**src/inc/mer_pkg.sv**
```systemverilog
// package: shared constants and carriers for the modbus exception responder
package mer_pkg;

   // ***************************************************************
   // exception codes and frame constants
   // ***************************************************************
   localparam logic [7:0] MER_EXC_ILL_FUNC = 8'h01;
   localparam logic [7:0] MER_EXC_ILL_ADDR = 8'h02;
   localparam logic [7:0] MER_EXC_ILL_VALUE = 8'h03;
   localparam logic [7:0] MER_EXC_DEV_FAIL = 8'h04;
   localparam logic [7:0] MER_EXC_BUSY = 8'h06;
   localparam logic [7:0] MER_EXC_NAK = 8'h07;
   localparam logic [7:0] MER_EXC_OVERFLOW = 8'h09;
   localparam logic [7:0] MER_FC_FLAG = 8'h80;
   localparam logic [7:0] MER_FC_READ_FILE = 8'h14;
   localparam logic [15:0] MER_CRC_INIT = 16'hFFFF;
   localparam logic [15:0] MER_CRC_POLY = 16'hA001;
   localparam logic [2:0] MER_FRAME_LEN = 3'h5;
   localparam logic [2:0] MER_CRC_LO_IDX = 3'h3;

   // ***************************************************************
   // carriers
   // ***************************************************************
   // one received query, already framed and checked by the receiver
   typedef struct packed {
      logic [7:0] slave_addr;
      logic [7:0] func_code;
      logic crc_ok;
      logic parity_ok;
   } mer_query_s;

   // verdict from the serving logic about that query
   typedef struct packed {
      logic func_bad;
      logic addr_bad;
      logic value_bad;
      logic dev_fault;
      logic busy;
      logic nak;
      logic overflow;
   } mer_verdict_s;

   typedef enum logic [1:0] {
      MER_IDLE = 2'b00,
      MER_SEND = 2'b01,
      MER_WAIT = 2'b10
   } mer_state_e;

endpackage

```
**src/mer_crc16.sv**
```systemverilog
// crc-16 byte step used for the exception frame check
`timescale 1ns/100ps
`default_nettype none
module mer_crc16
   import mer_pkg::*;
(
   // running value
   input wire logic [15:0] crc_i,
   // byte folded in
   input wire logic [7:0] data_i,
   // updated value
   output logic [15:0] crc_o
);

   // ***************************************************************
   // bitwise reflected crc, one byte per call
   // ***************************************************************
   logic [15:0] stage [0:8];
   assign stage[0] = crc_i ^ {8'h00, data_i};
   genvar g;
   generate
      for (g = 0; g < 8; g = g + 1) begin : g_bit
         // shift right, fold polynomial when the dropped bit was set
         assign stage[g+1] = stage[g][0] ?
            ((stage[g] >> 1) ^ MER_CRC_POLY) : (stage[g] >> 1);
      end
   endgenerate
   assign crc_o = stage[8];

endmodule // mer_crc16
`default_nettype wire

```
**src/mer_responder.sv**
```systemverilog
// modbus rtu exception responder: classify and send exception frames
// How it works
// - reply address, function or 80h, code, crc
// - unpermitted function gives code 01
// - unknown register address gives code 02
// - out of range value gives code 03
// - internal fault gives code 04
// - busy refusal gives code 06
// - device specific refusal gives code 07
// - code 09 only for function 20 overflow
// - no reply to parity or crc errors
// - normal replies echo function code below 80h
`timescale 1ns/100ps
`default_nettype none
module mer_responder
   import mer_pkg::*;
(
   // clock and reset
   input wire logic clk_i,
   input wire logic reset_n_i,
   // query from the receiver, one pulse per frame
   input wire logic query_valid_i,
   input wire mer_query_s query_i,
   input wire mer_verdict_s verdict_i,
   // byte stream to the transmitter
   input wire logic tx_ready_i,
   output logic tx_valid_o,
   output logic [7:0] tx_data_o,
   output logic tx_last_o,
   // status
   output logic busy_o,
   output logic exc_sent_o,
   output logic [7:0] exc_code_o
);

   // ***************************************************************
   // state
   // ***************************************************************
   mer_state_e state, next_state;
   logic [7:0] addr, next_addr;
   logic [7:0] func, next_func;
   logic [7:0] code, next_code;
   logic [15:0] crc, next_crc;
   logic [2:0] idx, next_idx;
   logic tx_valid, next_tx_valid;
   logic [7:0] tx_data, next_tx_data;
   logic tx_last, next_tx_last;
   logic exc_sent, next_exc_sent;
   logic [7:0] exc_code, next_exc_code;
   logic [15:0] crc_step;
   logic [7:0] sel_code;
   logic exc_hit;
   logic [7:0] cur_byte;

   // crc runs over each byte just launched
   mer_crc16 u_crc (
      .crc_i(crc),
      .data_i(tx_data),
      .crc_o(crc_step)
   );

   // ***************************************************************
   // classification
   // ***************************************************************
   // priority picks the most basic fault first; overflow only for fc 20
   always_comb begin
      sel_code = 8'h00;
      exc_hit = 1'b1;
      if (verdict_i.func_bad) begin
         sel_code = MER_EXC_ILL_FUNC;
      end else if (verdict_i.addr_bad) begin
         sel_code = MER_EXC_ILL_ADDR;
      end else if (verdict_i.value_bad) begin
         sel_code = MER_EXC_ILL_VALUE;
      end else if (verdict_i.dev_fault) begin
         sel_code = MER_EXC_DEV_FAIL;
      end else if (verdict_i.busy) begin
         sel_code = MER_EXC_BUSY;
      end else if (verdict_i.nak) begin
         sel_code = MER_EXC_NAK;
      end else if (verdict_i.overflow &&
                   query_i.func_code == MER_FC_READ_FILE) begin
         sel_code = MER_EXC_OVERFLOW;
      end else begin
         exc_hit = 1'b0; // normal reply made elsewhere
      end
   end

   // next header byte to launch after the one now on the bus
   always_comb begin
      case (idx)
         3'h0: cur_byte = func;
         3'h1: cur_byte = code;
         default: cur_byte = addr;
      endcase
   end

   // ***************************************************************
   // frame sequencer
   // ***************************************************************
   always_comb begin
      next_state = state;
      next_addr = addr;
      next_func = func;
      next_code = code;
      next_crc = crc;
      next_idx = idx;
      next_tx_valid = tx_valid;
      next_tx_data = tx_data;
      next_tx_last = tx_last;
      next_exc_sent = 1'b0;
      next_exc_code = exc_code;
      case (state)
         MER_IDLE: begin
            // corrupt frames are dropped silently
            if (query_valid_i && query_i.crc_ok && query_i.parity_ok &&
                exc_hit) begin
               next_addr = query_i.slave_addr;
               next_func = query_i.func_code | MER_FC_FLAG;
               next_code = sel_code;
               next_exc_code = sel_code;
               next_crc = MER_CRC_INIT;
               next_idx = 3'h0;
               next_tx_data = query_i.slave_addr;
               next_tx_valid = 1'b1;
               next_tx_last = 1'b0;
               next_state = MER_SEND;
            end
         end
         MER_SEND: begin
            if (tx_ready_i) begin
               next_idx = idx + 3'h1;
               if (idx < 3'h2) begin
                  next_crc = crc_step;
                  next_tx_data = cur_byte;
               end else if (idx == 3'h2) begin
                  next_crc = crc_step;
                  next_tx_data = crc_step[7:0]; // low first
               end else if (idx == MER_CRC_LO_IDX) begin
                  next_tx_data = crc[15:8];
                  next_tx_last = 1'b1;
               end else begin
                  next_tx_valid = 1'b0;
                  next_tx_last = 1'b0;
                  next_exc_sent = 1'b1;
                  next_state = MER_IDLE;
               end
            end
         end
         default: begin
            next_state = MER_IDLE;
            next_tx_valid = 1'b0;
         end
      endcase
   end

   // register everything
   always_ff @(posedge clk_i or negedge reset_n_i) begin
      if (!reset_n_i) begin
         state <= MER_IDLE;
         addr <= 8'h00;
         func <= 8'h00;
         code <= 8'h00;
         crc <= MER_CRC_INIT;
         idx <= 3'h0;
         tx_valid <= 1'b0;
         tx_data <= 8'h00;
         tx_last <= 1'b0;
         exc_sent <= 1'b0;
         exc_code <= 8'h00;
      end else begin
         state <= next_state;
         addr <= next_addr;
         func <= next_func;
         code <= next_code;
         crc <= next_crc;
         idx <= next_idx;
         tx_valid <= next_tx_valid;
         tx_data <= next_tx_data;
         tx_last <= next_tx_last;
         exc_sent <= next_exc_sent;
         exc_code <= next_exc_code;
      end
   end

   // busy flag registered so it stays a flop output
   logic busy;
   always_ff @(posedge clk_i or negedge reset_n_i) begin
      if (!reset_n_i) begin
         busy <= 1'b0;
      end else begin
         busy <= (next_state != MER_IDLE);
      end
   end

   assign tx_valid_o = tx_valid;
   assign tx_data_o = tx_data;
   assign tx_last_o = tx_last;
   assign busy_o = busy;
   assign exc_sent_o = exc_sent;
   assign exc_code_o = exc_code;

endmodule // mer_responder
`default_nettype wire

```
**config.mk**
```make
export PLATFORM = sky130hd
export DESIGN_NAME = mer_responder
export DESIGN_NICKNAME = d
export VERILOG_FILES = /design/src/inc/mer_pkg.sv /design/src/mer_crc16.sv /design/src/mer_responder.sv
export SDC_FILE = /design/constraint.sdc
export NUM_CORES = 1
export LEC_CHECK = 0
export ABC_CLOCK_PERIOD_IN_PS = 2800
export BUFFER_PORTS_ARGS = -buffer_cell sky130_fd_sc_hd__buf_2
export CAP_MARGIN = 40
export CELL_PAD_IN_SITES_DETAIL_PLACEMENT = 1
export CELL_PAD_IN_SITES_GLOBAL_PLACEMENT = 1
export CORE_MARGIN = 3
export CORE_UTILIZATION = 43
export CTS_CLUSTER_SIZE = 12
export DETAILED_ROUTE_END_ITERATION = 12
export PLACE_DENSITY_LB_ADDON = 0.1
export SLEW_MARGIN = 30
export SYNTH_ARGS = -nofsm -noshare
export SYNTH_HDL_FRONTEND = slang
export SYNTH_HIERARCHICAL = 1
export SYNTH_SLANG_ARGS = --single-unit
```
**constraint.sdc**
```tcl
create_clock -name clk_i -period 2.8 [get_ports clk_i]
set_clock_uncertainty 0.1 [all_clocks]
set_input_delay 0.14 -clock clk_i [delete_from_list [all_inputs] [get_ports clk_i]]
set_output_delay 0.14 -clock clk_i [all_outputs]
set_load 0.01 [all_outputs]
```
### Yosys cells after proc, flatten, opt, wreduce, memory -nomap -nowiden

Cells that the tools add are included.

* memories kept: 0
* bits in read-only memories: 0
* bits in registers: 57
* bits in writable memories: 0
* output and inout bits: 20
* word-level logic and storage cells: 108
* bits of input ports: 29
* bits in latches: 0

* div/mod/pow operators: 0
* $add $sub $neg: 1
* order comparisons: 1
* shifts and indexed selects: 0
* reduce and logical (&&, ||, !) cells: 14
* mux-type cells: 60
* equality and inequality tests: 12
* bitwise logic cells: 9
* $mul: 0

Operator list (count)
* 2-to-1 mux 16 bit: 12
* 2-to-1 mux 8 bit: 6
* one-hot mux 16 bit (2 select lines): 1
* one-hot mux 8 bit (2 select lines): 2
* 2-to-1 mux 4 bit: 6
* NOT 2 -> 3 bit: 8
* 2-to-1 mux 1 bit: 22
* bitwise XOR 16 x 8 -> 16 bit: 1
* 2-to-1 mux 2 bit: 5
* != test 2 bit (second input constant): 5
* AND reduction 5 bit: 2
* == test 8 x 5 -> 1 bit (second input constant): 1
* AND reduction 4 bit: 2
* == test 3 x 2 -> 1 bit (second input constant): 2
* 2-to-1 mux 3 bit: 2
* one-hot mux 3 bit (2 select lines): 1
* logical AND 1 bit: 4
* != test 4 bit (second input constant): 1
* one-hot mux 1 bit (2 select lines): 2
* one-hot mux 2 bit (2 select lines): 1
* nonzero test 2 bit: 2
* adder 3 x 1 -> 3 bit (second input constant): 1
* == test 3 x 1 -> 1 bit (second input constant): 1
* zero test 3 bit: 1
* 6 further kinds: 6

### Depth between registers and ports, before layout

Gate-level depths: netlist (run 1).

* depth after elaboration: 21
* depth in mapped cells: 8
* depth with buffers taken out: 8

### Modules after synthesis

The synthesis (run 1) kept the hierarchy.

Modules (own cells, without submodules)
* mer_responder: seq. area each 1146.1 µm², area each 2288.4 µm², cells an instance 200, times used 1
* mer_crc16: seq. area each 0.0 µm², area each 251.5 µm², cells an instance 26, times used 1

### Worst setup path before layout (run 1)

Ideal clock, no wire load.

* path kind: register to register
* from: reg crc[5]
* to: reg tx_data[0], in the netlist tx_data_o[0]
* setup time: 148 ps
* buffers on the path: 0
* arrival time: 2185 ps
* required time: 2552 ps
* slack: 367 ps
* cell stages (with the launch flop): 9
* path through: dfstp_2 -> xor2_1 -> xnor2_1 -> xor3_2 -> xnor3_1 -> and3b_1 -> o21ai_0 -> o221ai_1 -> mux2i_1

* word-level cells in the longest chain between the ends: 14

Ends and longest elaborated chain
* start: declaration: RTL line mer_responder.sv:43 `logic [15:0] crc, next_crc;`
* start signal: assignment: RTL line mer_responder.sv:176 `crc <= next_crc;`
* bitwise XOR 16 x 8 -> 16 bit *: RTL line mer_crc16.sv:19 `assign stage[0] = crc_i ^ {8'h00, data_i};`
* 2-to-1 mux 16 bit * (4 in series): RTL line mer_crc16.sv:24 `assign stage[g+1] = stage[g][0] ?`
* NOT 2 -> 3 bit (no line)
* 2-to-1 mux 16 bit * (4 in series): RTL line mer_crc16.sv:24
* named net crc_step[0]: RTL line mer_responder.sv:50 `logic [15:0] crc_step;`
* 2-to-1 mux 8 bit *: RTL line mer_responder.sv:136 `end else if (idx == 3'h2) begin`
* 2-to-1 mux 8 bit *: RTL line mer_responder.sv:133 `if (idx < 3'h2) begin`
* 2-to-1 mux 8 bit *: RTL line mer_responder.sv:131 `if (tx_ready_i) begin`
* one-hot mux 8 bit (2 select lines) *: RTL line mer_responder.sv:113 `case (state)`
* end signal: assignment: RTL line mer_responder.sv:179 `tx_data <= next_tx_data;`
* end: declaration: RTL line mer_responder.sv:46 `logic [7:0] tx_data, next_tx_data;`

The timed path passes the listed nets; every way through them passes the cells marked *. The select of a mux whose other input is x is not followed.
A chain may end at the register's enable or synchronous reset.

### Final worst setup path (run 1)

Same ends and word-level chain as after synthesis.

==> results of run 1 <==
-- kinds of logic (layout without fill, tap and decap cells) --
| kind of cell | after synthesis | after routing |
|---|---|---|
| xor gates and xnor gates | 21 | 21 |
| and+or+nand+nor | 47 | 47 |
| AOI/OAI and AO/OA | 63 | 63 |
| buffers and inverters | 28 | 77 |
| adders and majority gates | 5 | 5 |
| other | 1 | 5 |
| DFF | 45 | 45 |
| muxes | 16 | 16 |
-- stage by stage --
step	power, uW	setup WS, ns
after global placement	2360	0.287
after floorplan	2090	0.367
after CTS	2810	0.214
final	2780	0.242
after detailed placement	2390	0.246
after global routing	2980	0.0814
-- state kept, by name (all words and copies together), names as in the netlist --
name and count:
crc 16, func 8, tx_data_o 8, exc_code_o 4, idx 3, state 2, busy_o 1, exc_sent_o 1
tx_last_o 1, tx_valid_o 1
-- metal layers --
layer	global-route usage	vias up
li1	-	918
met1	0.280	962
met2	0.301	48
met3	0.0446	12
met4	0.0788	0
met5	0	-
-- power groups by stage --
stage / logic, uW / registers, uW / clock network (uW)
2_1_floorplan: 1060 / 1030 / 0
4_1_cts: 1350 / 1050 / 416
5_1_grt: 1450 / 1080 / 452
3_3_place_gp: 1310 / 1050 / 0
6_report: 1330 / 1050 / 402
3_5_place_dp: 1330 / 1060 / 0
-- cell type report --
type	count	area, um2
clock buffers	8	80.1
repair buffers	59	353
multi-input cells	157	1260
well taps	72	90.1
fillers	651	2650
inverters	10	37.5
flip-flops and latches	45	1150
-- cell usage in the layout, fill, tap and decap left out, types with 9 or more instances in the layout --
cell	instances
o21ai_0	9
dfrtp_1	29
dfstp_2	16
a21oi_1	9
o22a_1	16
xnor2_1	13
inv_1	9
buf_2	43
mux2_2	12
nand2_1	13
buf_4	9
-- worst max-delay path: cells and delay by family, from the launching register on --
kind	cells	cell delay, ns
xor+xnor	4	1.32
flops	1	0.54
simple gates	1	0.21
compound gates	2	0.18
mux	1	0.10
-- what timing repair did --
action	4_1_cts	5_1_grt
endpoints found under the setup margin	0	0
hold buffers	7	0
hold endpoints to repair	35	0
-- worst paths after layout --
path                                            end  slack (ns)  cells past startpoint                 from
max in group asynchronous       crc[10]$_DFFE_PN1P_        1.94                      2            reset_n_i
min in group asynchronous       func[7]$_DFFE_PN0P_        0.27                      2            reset_n_i
max                        tx_data_o[0]$_DFFE_PN0P_        0.24                      8   crc[5]$_DFFE_PN1P_
min                             func[4]$_DFFE_PN0P_       0.009                      2           query_i[6]
min reg2reg                     func[7]$_DFFE_PN0P_        0.38                      1  func[7]$_DFFE_PN0P_
max reg2reg                tx_data_o[0]$_DFFE_PN0P_        0.24                      8   crc[5]$_DFFE_PN1P_
==> run_results.csv, run 1 <==
group,metric,value,unit
power_and_ir_drop,power_density,939,nW/um2
placed_design,place_congestion,0.797,
logic_synthesis,yosys-top-cells-area,"dfrtp_1 29%, dfstp_2 17%, o22a_1 5.5%",
power_and_ir_drop,comb_power_share,0.480,
die,die_w,82.9,um
logic_synthesis,synth_xor_area_frac,0.0842,
detailed_routing,vias_per_cell,5.53,
logic_synthesis,synthMuxAreaShare,0.0690,
grt,grt_max_degree,46,
critical_path,worstSetupPathType,"reg -> reg",
sta,rsz0062_at_grt,"no",
die,io_pins,49,
detailed_routing,drt-pass1-iter-count,4,
clocking,clk_pin_slew_worst_paths,0.08,ns
detailed_routing,avgRoutedWirePerCell,18.1,um
detailed_routing,wl_met1,3.08,mm
finish,final_util,0.528,
logic_synthesis,post-synth-top-count-cell,"dfrtp_1",
clocking,cts_resized,0,
clocking,cts_tree,"done",
critical_path,critPathLaunchType,"register",
logic_synthesis,yosysTopAreaCell,"dfrtp_1",
sta,slew_violations,0,
logic_synthesis,synth_common_cells,"29 x dfrtp_1, 16 x dfstp_2, 16 x o22a_1",
detailed_routing,drc,0,
logic_synthesis,netlist_instances,226,
hold_path,hold_class,"in -> reg",
grt,antenna_found_initial,0,
finish,final_cell_area,2960,um2
placed_design,dpl.hpwl,4.68,mm
power_and_ir_drop,pwr-share-clk,0.145,
clocking,cts_buffers,5,
power_and_ir_drop,p_switching,995,uW
clocking,clock_sinks,45,
detailed_routing,drt_iter0_markers,96,
sta,whs,0.00919,ns
grt,overflow,0,
logic_synthesis,netlist_area,2540,um2
logic_synthesis,synth_top_area_frac,0.286,
critical_path,crit_path_top_delay_cell,"dfstp_2",
logic_synthesis,synth.distinct_cells,49,
logic_synthesis,synthAdderAreaFrac,0.0246,
sta,fmax,0.391,GHz
detailed_routing,vias,1940,
clocking,clk_path_buf_depth,2,
critical_path,end_kind,"register",
logic_synthesis,synth_ff_type,"dfrtp_1",
logic_synthesis,ys_ff_latch,45,
critical_path,path_cells,"xor2_1 > xnor2_1 > xor3_2 > xnor3_1 > and3b_1 > o21ai_0 > o221ai_1 > mux2i_1",
logic_synthesis,synth_compound_area_frac,0.193,
detailed_routing,ant_nets,0,
critical_path,required,2.89,ns
sta,hold_violations,0,
finish,syn_to_final_growth,16.7,%
die,initial_core_util,0.453,
sta,slew_headroom,0.620,
finish,drive_gt1_frac,0.344,
sta,period_needed,2.56,ns
finish,diodes,0,
power_and_ir_drop,p_sw_frac,0.358,
clocking,clock_latency,0.30,ns
outcome,outcome,"finished, final reports clean",
die,core-area,5610,um2
critical_path,crit_arrival,2.65,ns
flow_run,drv_cap,0,
critical_path,cpPeakStageDelay,0.54,ns
detailed_routing,wl_met2,2.87,mm
power_and_ir_drop,seqPwrFrac,0.376,
sta,finalSetupViolCount,0,
clocking,cts_setup_buffers,0,
sta,finalCritPeriodShare,0.914,
logic_synthesis,synth_top_family_by_area,"compound AO/OA/AOI/OAI gates",
grt,grt_pass1_vias,2107,
clocking,clock-root-buffer,"clkbuf_8",
placed_design,io_buffers,44,
sta,worst_slew_pin_slew,0.570,ns
detailed_routing,routed-wl-met3,269,um
clocking,h-tree-depth,2,
logic_synthesis,synth-simple-area-share,0.117,
grt,grt_pass1_wl,11.0,mm
logic_synthesis,synth_warnings,6,
detailed_routing,wirelength,6.35,mm
logic_synthesis,ys_async_sr_fraction,1.00,
die,die_h,82.9,um
power_and_ir_drop,p_leak,0.00131,uW
power_and_ir_drop,ir_drop,0.556,mV
finish,final_cells,351,
placed_design,dpl-instance-area,2810,um2
die,placementRows,27,
logic_synthesis,synth-seq-area-share,0.451,
sta,tns,0,ns
placed_design,dp_cells,336,
critical_path,crit_fanout,3,
finish,fin_nets,312,
grt,grt.total_usage,0.200,
power_and_ir_drop,p_int,1790,uW
die,dieArea,6860,um2
logic_synthesis,syn_avg_cell_area,11.2,um2
detailed_routing,top_layer_used,"met4",
logic_synthesis,synth_enable_flop_cells,0,
(Power assumes the default switching activity.)
==> run 2, diff against run 1 <==
Settings changed: CORE_UTILIZATION 43 to 45, CTS_BUF_LIST set to sky130_fd_sc_hd__clkbuf_4 sky130_fd_sc_hd__clkbuf_8.
==> run 2 against run 1 <==
Sequential share of layout area about the same. Die area down 4.1%. Utilization up 3.5 points. Total power up 2.4%. Highest routed layer unchanged. Flip-flop and latch count unchanged.
==> run_results.csv, run 2 (same netlist as run 1, synthesis figures left out) <==
group,metric,value,unit
sta,rsz0062_at_grt,"no",
flow_run,drv_cap,0,
sta,hold_violations,0,
finish,final_common_cell,"buf_2",
critical_path,reg2reg_from,"crc[5]$_DFFE_PN1P_",
grt,grt_pass1_vias,2031,
finish,fill_cells,602,
clocking,cts_resized,0,
finish,largest_reg_flops,16,
detailed_routing,avgRoutedWirePerCell,18.4,um
hold_path,hp-start,"query_i[6]",
clocking,clock_sinks,45,
clocking,cts_buffers,5,
critical_path,r2r-end,"tx_data_o[0]$_DFFE_PN0P_",
die,io_pins,49,
sta,worst_slew_pin_slew,0.570,ns
finish,final_cell_mix,"43 x buf_2, 29 x dfrtp_1, 16 x o22a_1, 16 x dfstp_2",
power_and_ir_drop,ir_drop,0.660,mV
clocking,clk_pin_slew_worst_paths,0.08,ns
die,dieArea,6580,um2
detailed_routing,vias,1973,
critical_path,path_cells,"xor2_1 > xnor2_1 > xor3_2 > xnor3_1 > and3b_1 > o21ai_0 > o221ai_1 > mux2i_1",
grt,grt_max_degree,46,
grt,grt_pass1_wl,10.6,mm
die,placementRows,26,
finish,diodes,0,
critical_path,required,2.93,ns
grt,grt.total_usage,0.215,
detailed_routing,ant_nets,0,
clocking,clock_latency,0.30,ns
clocking,cts_tree,"done",
grt,overflow,0,
placed_design,dpl.hpwl,4.69,mm
critical_path,crit_arrival,2.72,ns
die,die_w,81.1,um
hold_path,holdPathStages,2,
critical_path,cp.depth,8,
grt,antenna_found_initial,0,
critical_path,r2r_slack,0.21,ns
critical_path,cp_num_buf_inv,0,
sta,period_needed,2.59,ns
clocking,clock-root-buffer,"clkbuf_8",
placed_design,place_congestion,0.761,
die,die_h,81.1,um
sta,whs,0.0315,ns
clocking,h-tree-depth,2,
sta,tns,0,ns
critical_path,crit_path_top_delay_cell,"dfstp_2",
finish,final_util,0.563,
detailed_routing,vias_per_cell,5.69,
critical_path,rr_worst_depth,8,
finish,fin_nets,310,
detailed_routing,drc,0,
hold_path,hold_class,"in -> reg",
critical_path,cp_top_family,"XOR/XNOR gates",
clocking,cts_setup_buffers,0,
sta,slew_violations,0,
placed_design,io_buffers,44,
hold_path,holdPathEnd,"func[4]$_DFFE_PN0P_",
outcome,outcome,"finished, final reports clean",
clocking,clk_path_buf_depth,2,
sta,slew_headroom,0.616,
clocking,hold_buffers,6,
critical_path,critPathLaunchType,"register",
power_and_ir_drop,p_leak,0.00132,uW
critical_path,worstSetupPathType,"reg -> reg",
detailed_routing,drt_iter0_markers,57,
sta,finalCritPeriodShare,0.926,
finish,drive_gt1_frac,0.350,
critical_path,crit_fanout,3,
power_and_ir_drop,power_density,960,nW/um2
critical_path,cpPeakStageDelay,0.54,ns
critical_path,end_kind,"register",
detailed_routing,wirelength,6.37,mm
die,core-area,5270,um2
detailed_routing,drt-pass1-iter-count,4,
sta,finalSetupViolCount,0,
die,initial_core_util,0.482,
finish,largest-register,"crc",
finish,syn_to_final_growth,16.8,%
sta,fmax,0.386,GHz
==> run 2: cell types whose count changed in the layout (fill, tap and decap cells not counted), sizes merged <==
cell,change
buf,-2
clkinv,+1
clkbuf,-1
==> run 2: stage by stage <==
step / std cells / worst slack (ns) / cell area, um2 / total power [uW]
2_1_floorplan: 230 / 0.367 / 2550 / 2090
3_3_place_gp: 332 / 0.276 / 2790 / 2370
3_5_place_dp: 332 / 0.221 / 2800 / 2400
4_1_cts: 346 / 0.207 / 2960 / 2860
5_1_grt: 347 / 0.0804 / 2970 / 3070
6_report: 347 / 0.206 / 2970 / 2850
==> run 2: power breakdown <==
part / total (uW) / internal (uW) / switching [uW]
Combinational: 1360 / 727 / 632
Clock: 446 / 223 / 222
Sequential: 1040 / 880 / 165
Total: 2850 / 1830 / 1020
==> run 2: metal layers <==
metal / routed length, um / up-vias / track usage
met5: 0 / - / 0
met4: 104 / 0 / 0.0676
met3: 159 / 10 / 0.0432
met2: 3170 / 33 / 0.361
met1: 2940 / 1015 / 0.278
li1: - / 915 / -
==> run 2: how the worst max path moves through the flow <==
stage                       start                  endpoint
2_1_floorplan  crc[5]$_DFFE_PN1P_  tx_data_o[0]$_DFFE_PN0P_
5_1_grt        crc[5]$_DFFE_PN1P_  tx_data_o[0]$_DFFE_PN0P_
3_5_place_dp   crc[5]$_DFFE_PN1P_  tx_data_o[0]$_DFFE_PN0P_
3_3_place_gp   crc[5]$_DFFE_PN1P_  tx_data_o[0]$_DFFE_PN0P_
4_1_cts        crc[5]$_DFFE_PN1P_  tx_data_o[0]$_DFFE_PN0P_
6_report       crc[5]$_DFFE_PN1P_  tx_data_o[0]$_DFFE_PN0P_
==> run 2: worst reg2reg max path, stage by stage (launching register included) <==
cell and delay, ns:
dfstp_2 0.54, xor2_1 0.25, xnor2_1 0.18, xor3_2 0.52
xnor3_1 0.33, and3b_1 0.18, o21ai_0 0.14, o221ai_1 0.13
mux2i_1 0.16
==> run 2: area by class of cell <==
type                            instances  area, um2  share of cell area
Clock buffer                            7       96.3              0.0325
Sequential cell                        45       1150               0.386
Clock inverter                          1       5.00             0.00169
Timing Repair Buffer                   57        338               0.114
Multi-Input combinational cell        157       1260               0.423
Inverter                               10       37.5              0.0127
Tap cell                               70       87.6              0.0295
==> run 3, diff against run 2 <==
Settings changed: HOLD_SLACK_MARGIN set to 0.1, SETUP_SLACK_MARGIN set to 0.02.
==> run 3 against run 2 <==
Via count increased by 0.30%. Setup slack gained 0.0021 ns. Wire length fell by 0.28%. Cell count grew 0.86%. Die area stayed put. Flip-flop and latch count did not move. Utilization up 0.57 points. Non-clock buffer count rose by 3. First-iteration DRC count grew 18%. Sequential power is essentially flat. Largest power group unchanged. Fmax about the same. Sequential share of layout area is 0.39 points lower.
==> run_results.csv, run 3 (same netlist as run 1, synthesis figures left out) <==
group,metric,value,unit
sta,slew_headroom,0.617,
critical_path,end_kind,"register",
grt,grt_max_degree,46,
detailed_routing,drt_iter0_markers,67,
clocking,h-tree-depth,2,
die,die_h,81.1,um
hold_path,holdPathStages,4,
sta,rsz0062_at_grt,"no",
hold_path,holdPathEnd,"tx_data_o[5]$_DFFE_PN0P_",
placed_design,io_buffers,44,
critical_path,crit_arrival,2.72,ns
sta,whs,0.101,ns
sta,hold_violations,0,
grt,grt_pass1_vias,2055,
clocking,clock_sinks,45,
clocking,clock-root-buffer,"clkbuf_8",
grt,grt_pass1_wl,10.7,mm
finish,fin_nets,313,
clocking,cts_tree,"done",
critical_path,reg2reg_from,"crc[5]$_DFFE_PN1P_",
detailed_routing,vias,1979,
finish,largest-register,"crc",
grt,antenna_found_initial,0,
grt,overflow,0,
detailed_routing,drt-pass1-iter-count,4,
placed_design,dpl.hpwl,4.69,mm
finish,final_common_cell,"buf_2",
die,die_w,81.1,um
critical_path,worstSetupPathType,"reg -> reg",
sta,tns,0,ns
clocking,cts_setup_buffers,0,
die,dieArea,6580,um2
sta,period_needed,2.59,ns
detailed_routing,avgRoutedWirePerCell,18.1,um
critical_path,critPathLaunchType,"register",
critical_path,r2r-end,"tx_data_o[0]$_DFFE_PN0P_",
critical_path,rr_worst_depth,8,
placed_design,dp_cells,332,
power_and_ir_drop,p_leak,0.00133,uW
grt,grt.total_usage,0.216,
finish,final_cells,350,
clocking,clk_path_buf_depth,2,
finish,final_cell_mix,"43 x buf_2, 29 x dfrtp_1, 16 x o22a_1, 16 x dfstp_2",
sta,fmax,0.386,GHz
clocking,clk_pin_slew_worst_paths,0.09,ns
outcome,outcome,"finished, final reports clean",
die,initial_core_util,0.482,
critical_path,required,2.93,ns
die,core-area,5270,um2
finish,fill_cells,602,
clocking,cts_resized,0,
placed_design,place_congestion,0.761,
critical_path,r2r_slack,0.21,ns
clocking,clock_latency,0.30,ns
detailed_routing,vias_per_cell,5.65,
finish,syn_to_final_growth,18.0,%
clocking,cts_buffers,5,
finish,largest_reg_flops,16,
sta,slew_violations,0,
power_and_ir_drop,p_total,2850,uW
detailed_routing,ant_nets,0,
power_and_ir_drop,power_density,952,nW/um2
critical_path,crit_fanout,3,
flow_run,drv_cap,0,
detailed_routing,drc,0,
clocking,hold_buffers,10,
finish,diodes,0,
power_and_ir_drop,ir_drop,0.660,mV
sta,worst_slew_pin_slew,0.568,ns
finish,drive_gt1_frac,0.346,
sta,finalCritPeriodShare,0.926,
die,io_pins,49,
detailed_routing,wirelength,6.35,mm
hold_path,hp-start,"query_i[15]",
die,placementRows,26,
finish,final_util,0.569,
hold_path,hold_class,"in -> reg",
sta,finalSetupViolCount,0,
[run 3: metal layers]
layer  track usage  vias up  share of wire
met1         0.280     1013           0.46
met3        0.0432       10          0.027
met5             0        -              0
met4        0.0676        0          0.016
li1              -      923              -
met2         0.363       33           0.49
[run 3: area by class of cell]
| cell class | count | area (um2) | share of cell area |
|---|---|---|---|
| Tap cell | 70 | 87.6 | 0.0292 |
| Sequential cell | 45 | 1150 | 0.382 |
| Inverter | 10 | 37.5 | 0.0125 |
| Timing Repair Buffer | 60 | 368 | 0.123 |
| Clock buffer | 7 | 96.3 | 0.0322 |
| Clock inverter | 1 | 5.00 | 0.00167 |
| Multi-Input combinational cell | 157 | 1260 | 0.419 |
[run 3: power by group]
part | internal, uW | switching [uW] | leakage, uW
Clock | 223 | 223 | 0.0000542
Combinational | 729 | 634 | 0.000754
Sequential | 879 | 164 | 0.000522
Total | 1830 | 1020 | 0.00133
[run 3: metrics by stage]
stage / area [um2] / setup WS, ns
global placement: 2790 / 0.276
finish: 3000 / 0.209
floorplan: 2550 / 0.367
detailed placement: 2800 / 0.221
global route: 3000 / 0.0804
CTS: 3000 / 0.207
[run 3: worst max path at each step]
| stage | startpoint | to | cells past startpoint | slack, ns |
|---|---|---|---|---|
| floorplan | crc[5]$_DFFE_PN1P_ | tx_data_o[0]$_DFFE_PN0P_ | 8 | 0.37 |
| global placement | crc[5]$_DFFE_PN1P_ | tx_data_o[0]$_DFFE_PN0P_ | 8 | 0.28 |
| detailed placement | crc[5]$_DFFE_PN1P_ | tx_data_o[0]$_DFFE_PN0P_ | 8 | 0.22 |
| CTS | crc[5]$_DFFE_PN1P_ | tx_data_o[0]$_DFFE_PN0P_ | 8 | 0.21 |
| global route | crc[5]$_DFFE_PN1P_ | tx_data_o[0]$_DFFE_PN0P_ | 8 | 0.08 |
| finish | crc[5]$_DFFE_PN1P_ | tx_data_o[0]$_DFFE_PN0P_ | 8 | 0.21 |
[run 3: critical path: stages (launching register included)]
cell,delay [ns]
dfstp_2,0.54
xor2_1,0.25
xnor2_1,0.18
xor3_2,0.52
xnor3_1,0.33
and3b_1,0.18
o21ai_0,0.14
o221ai_1,0.13
mux2i_1,0.16
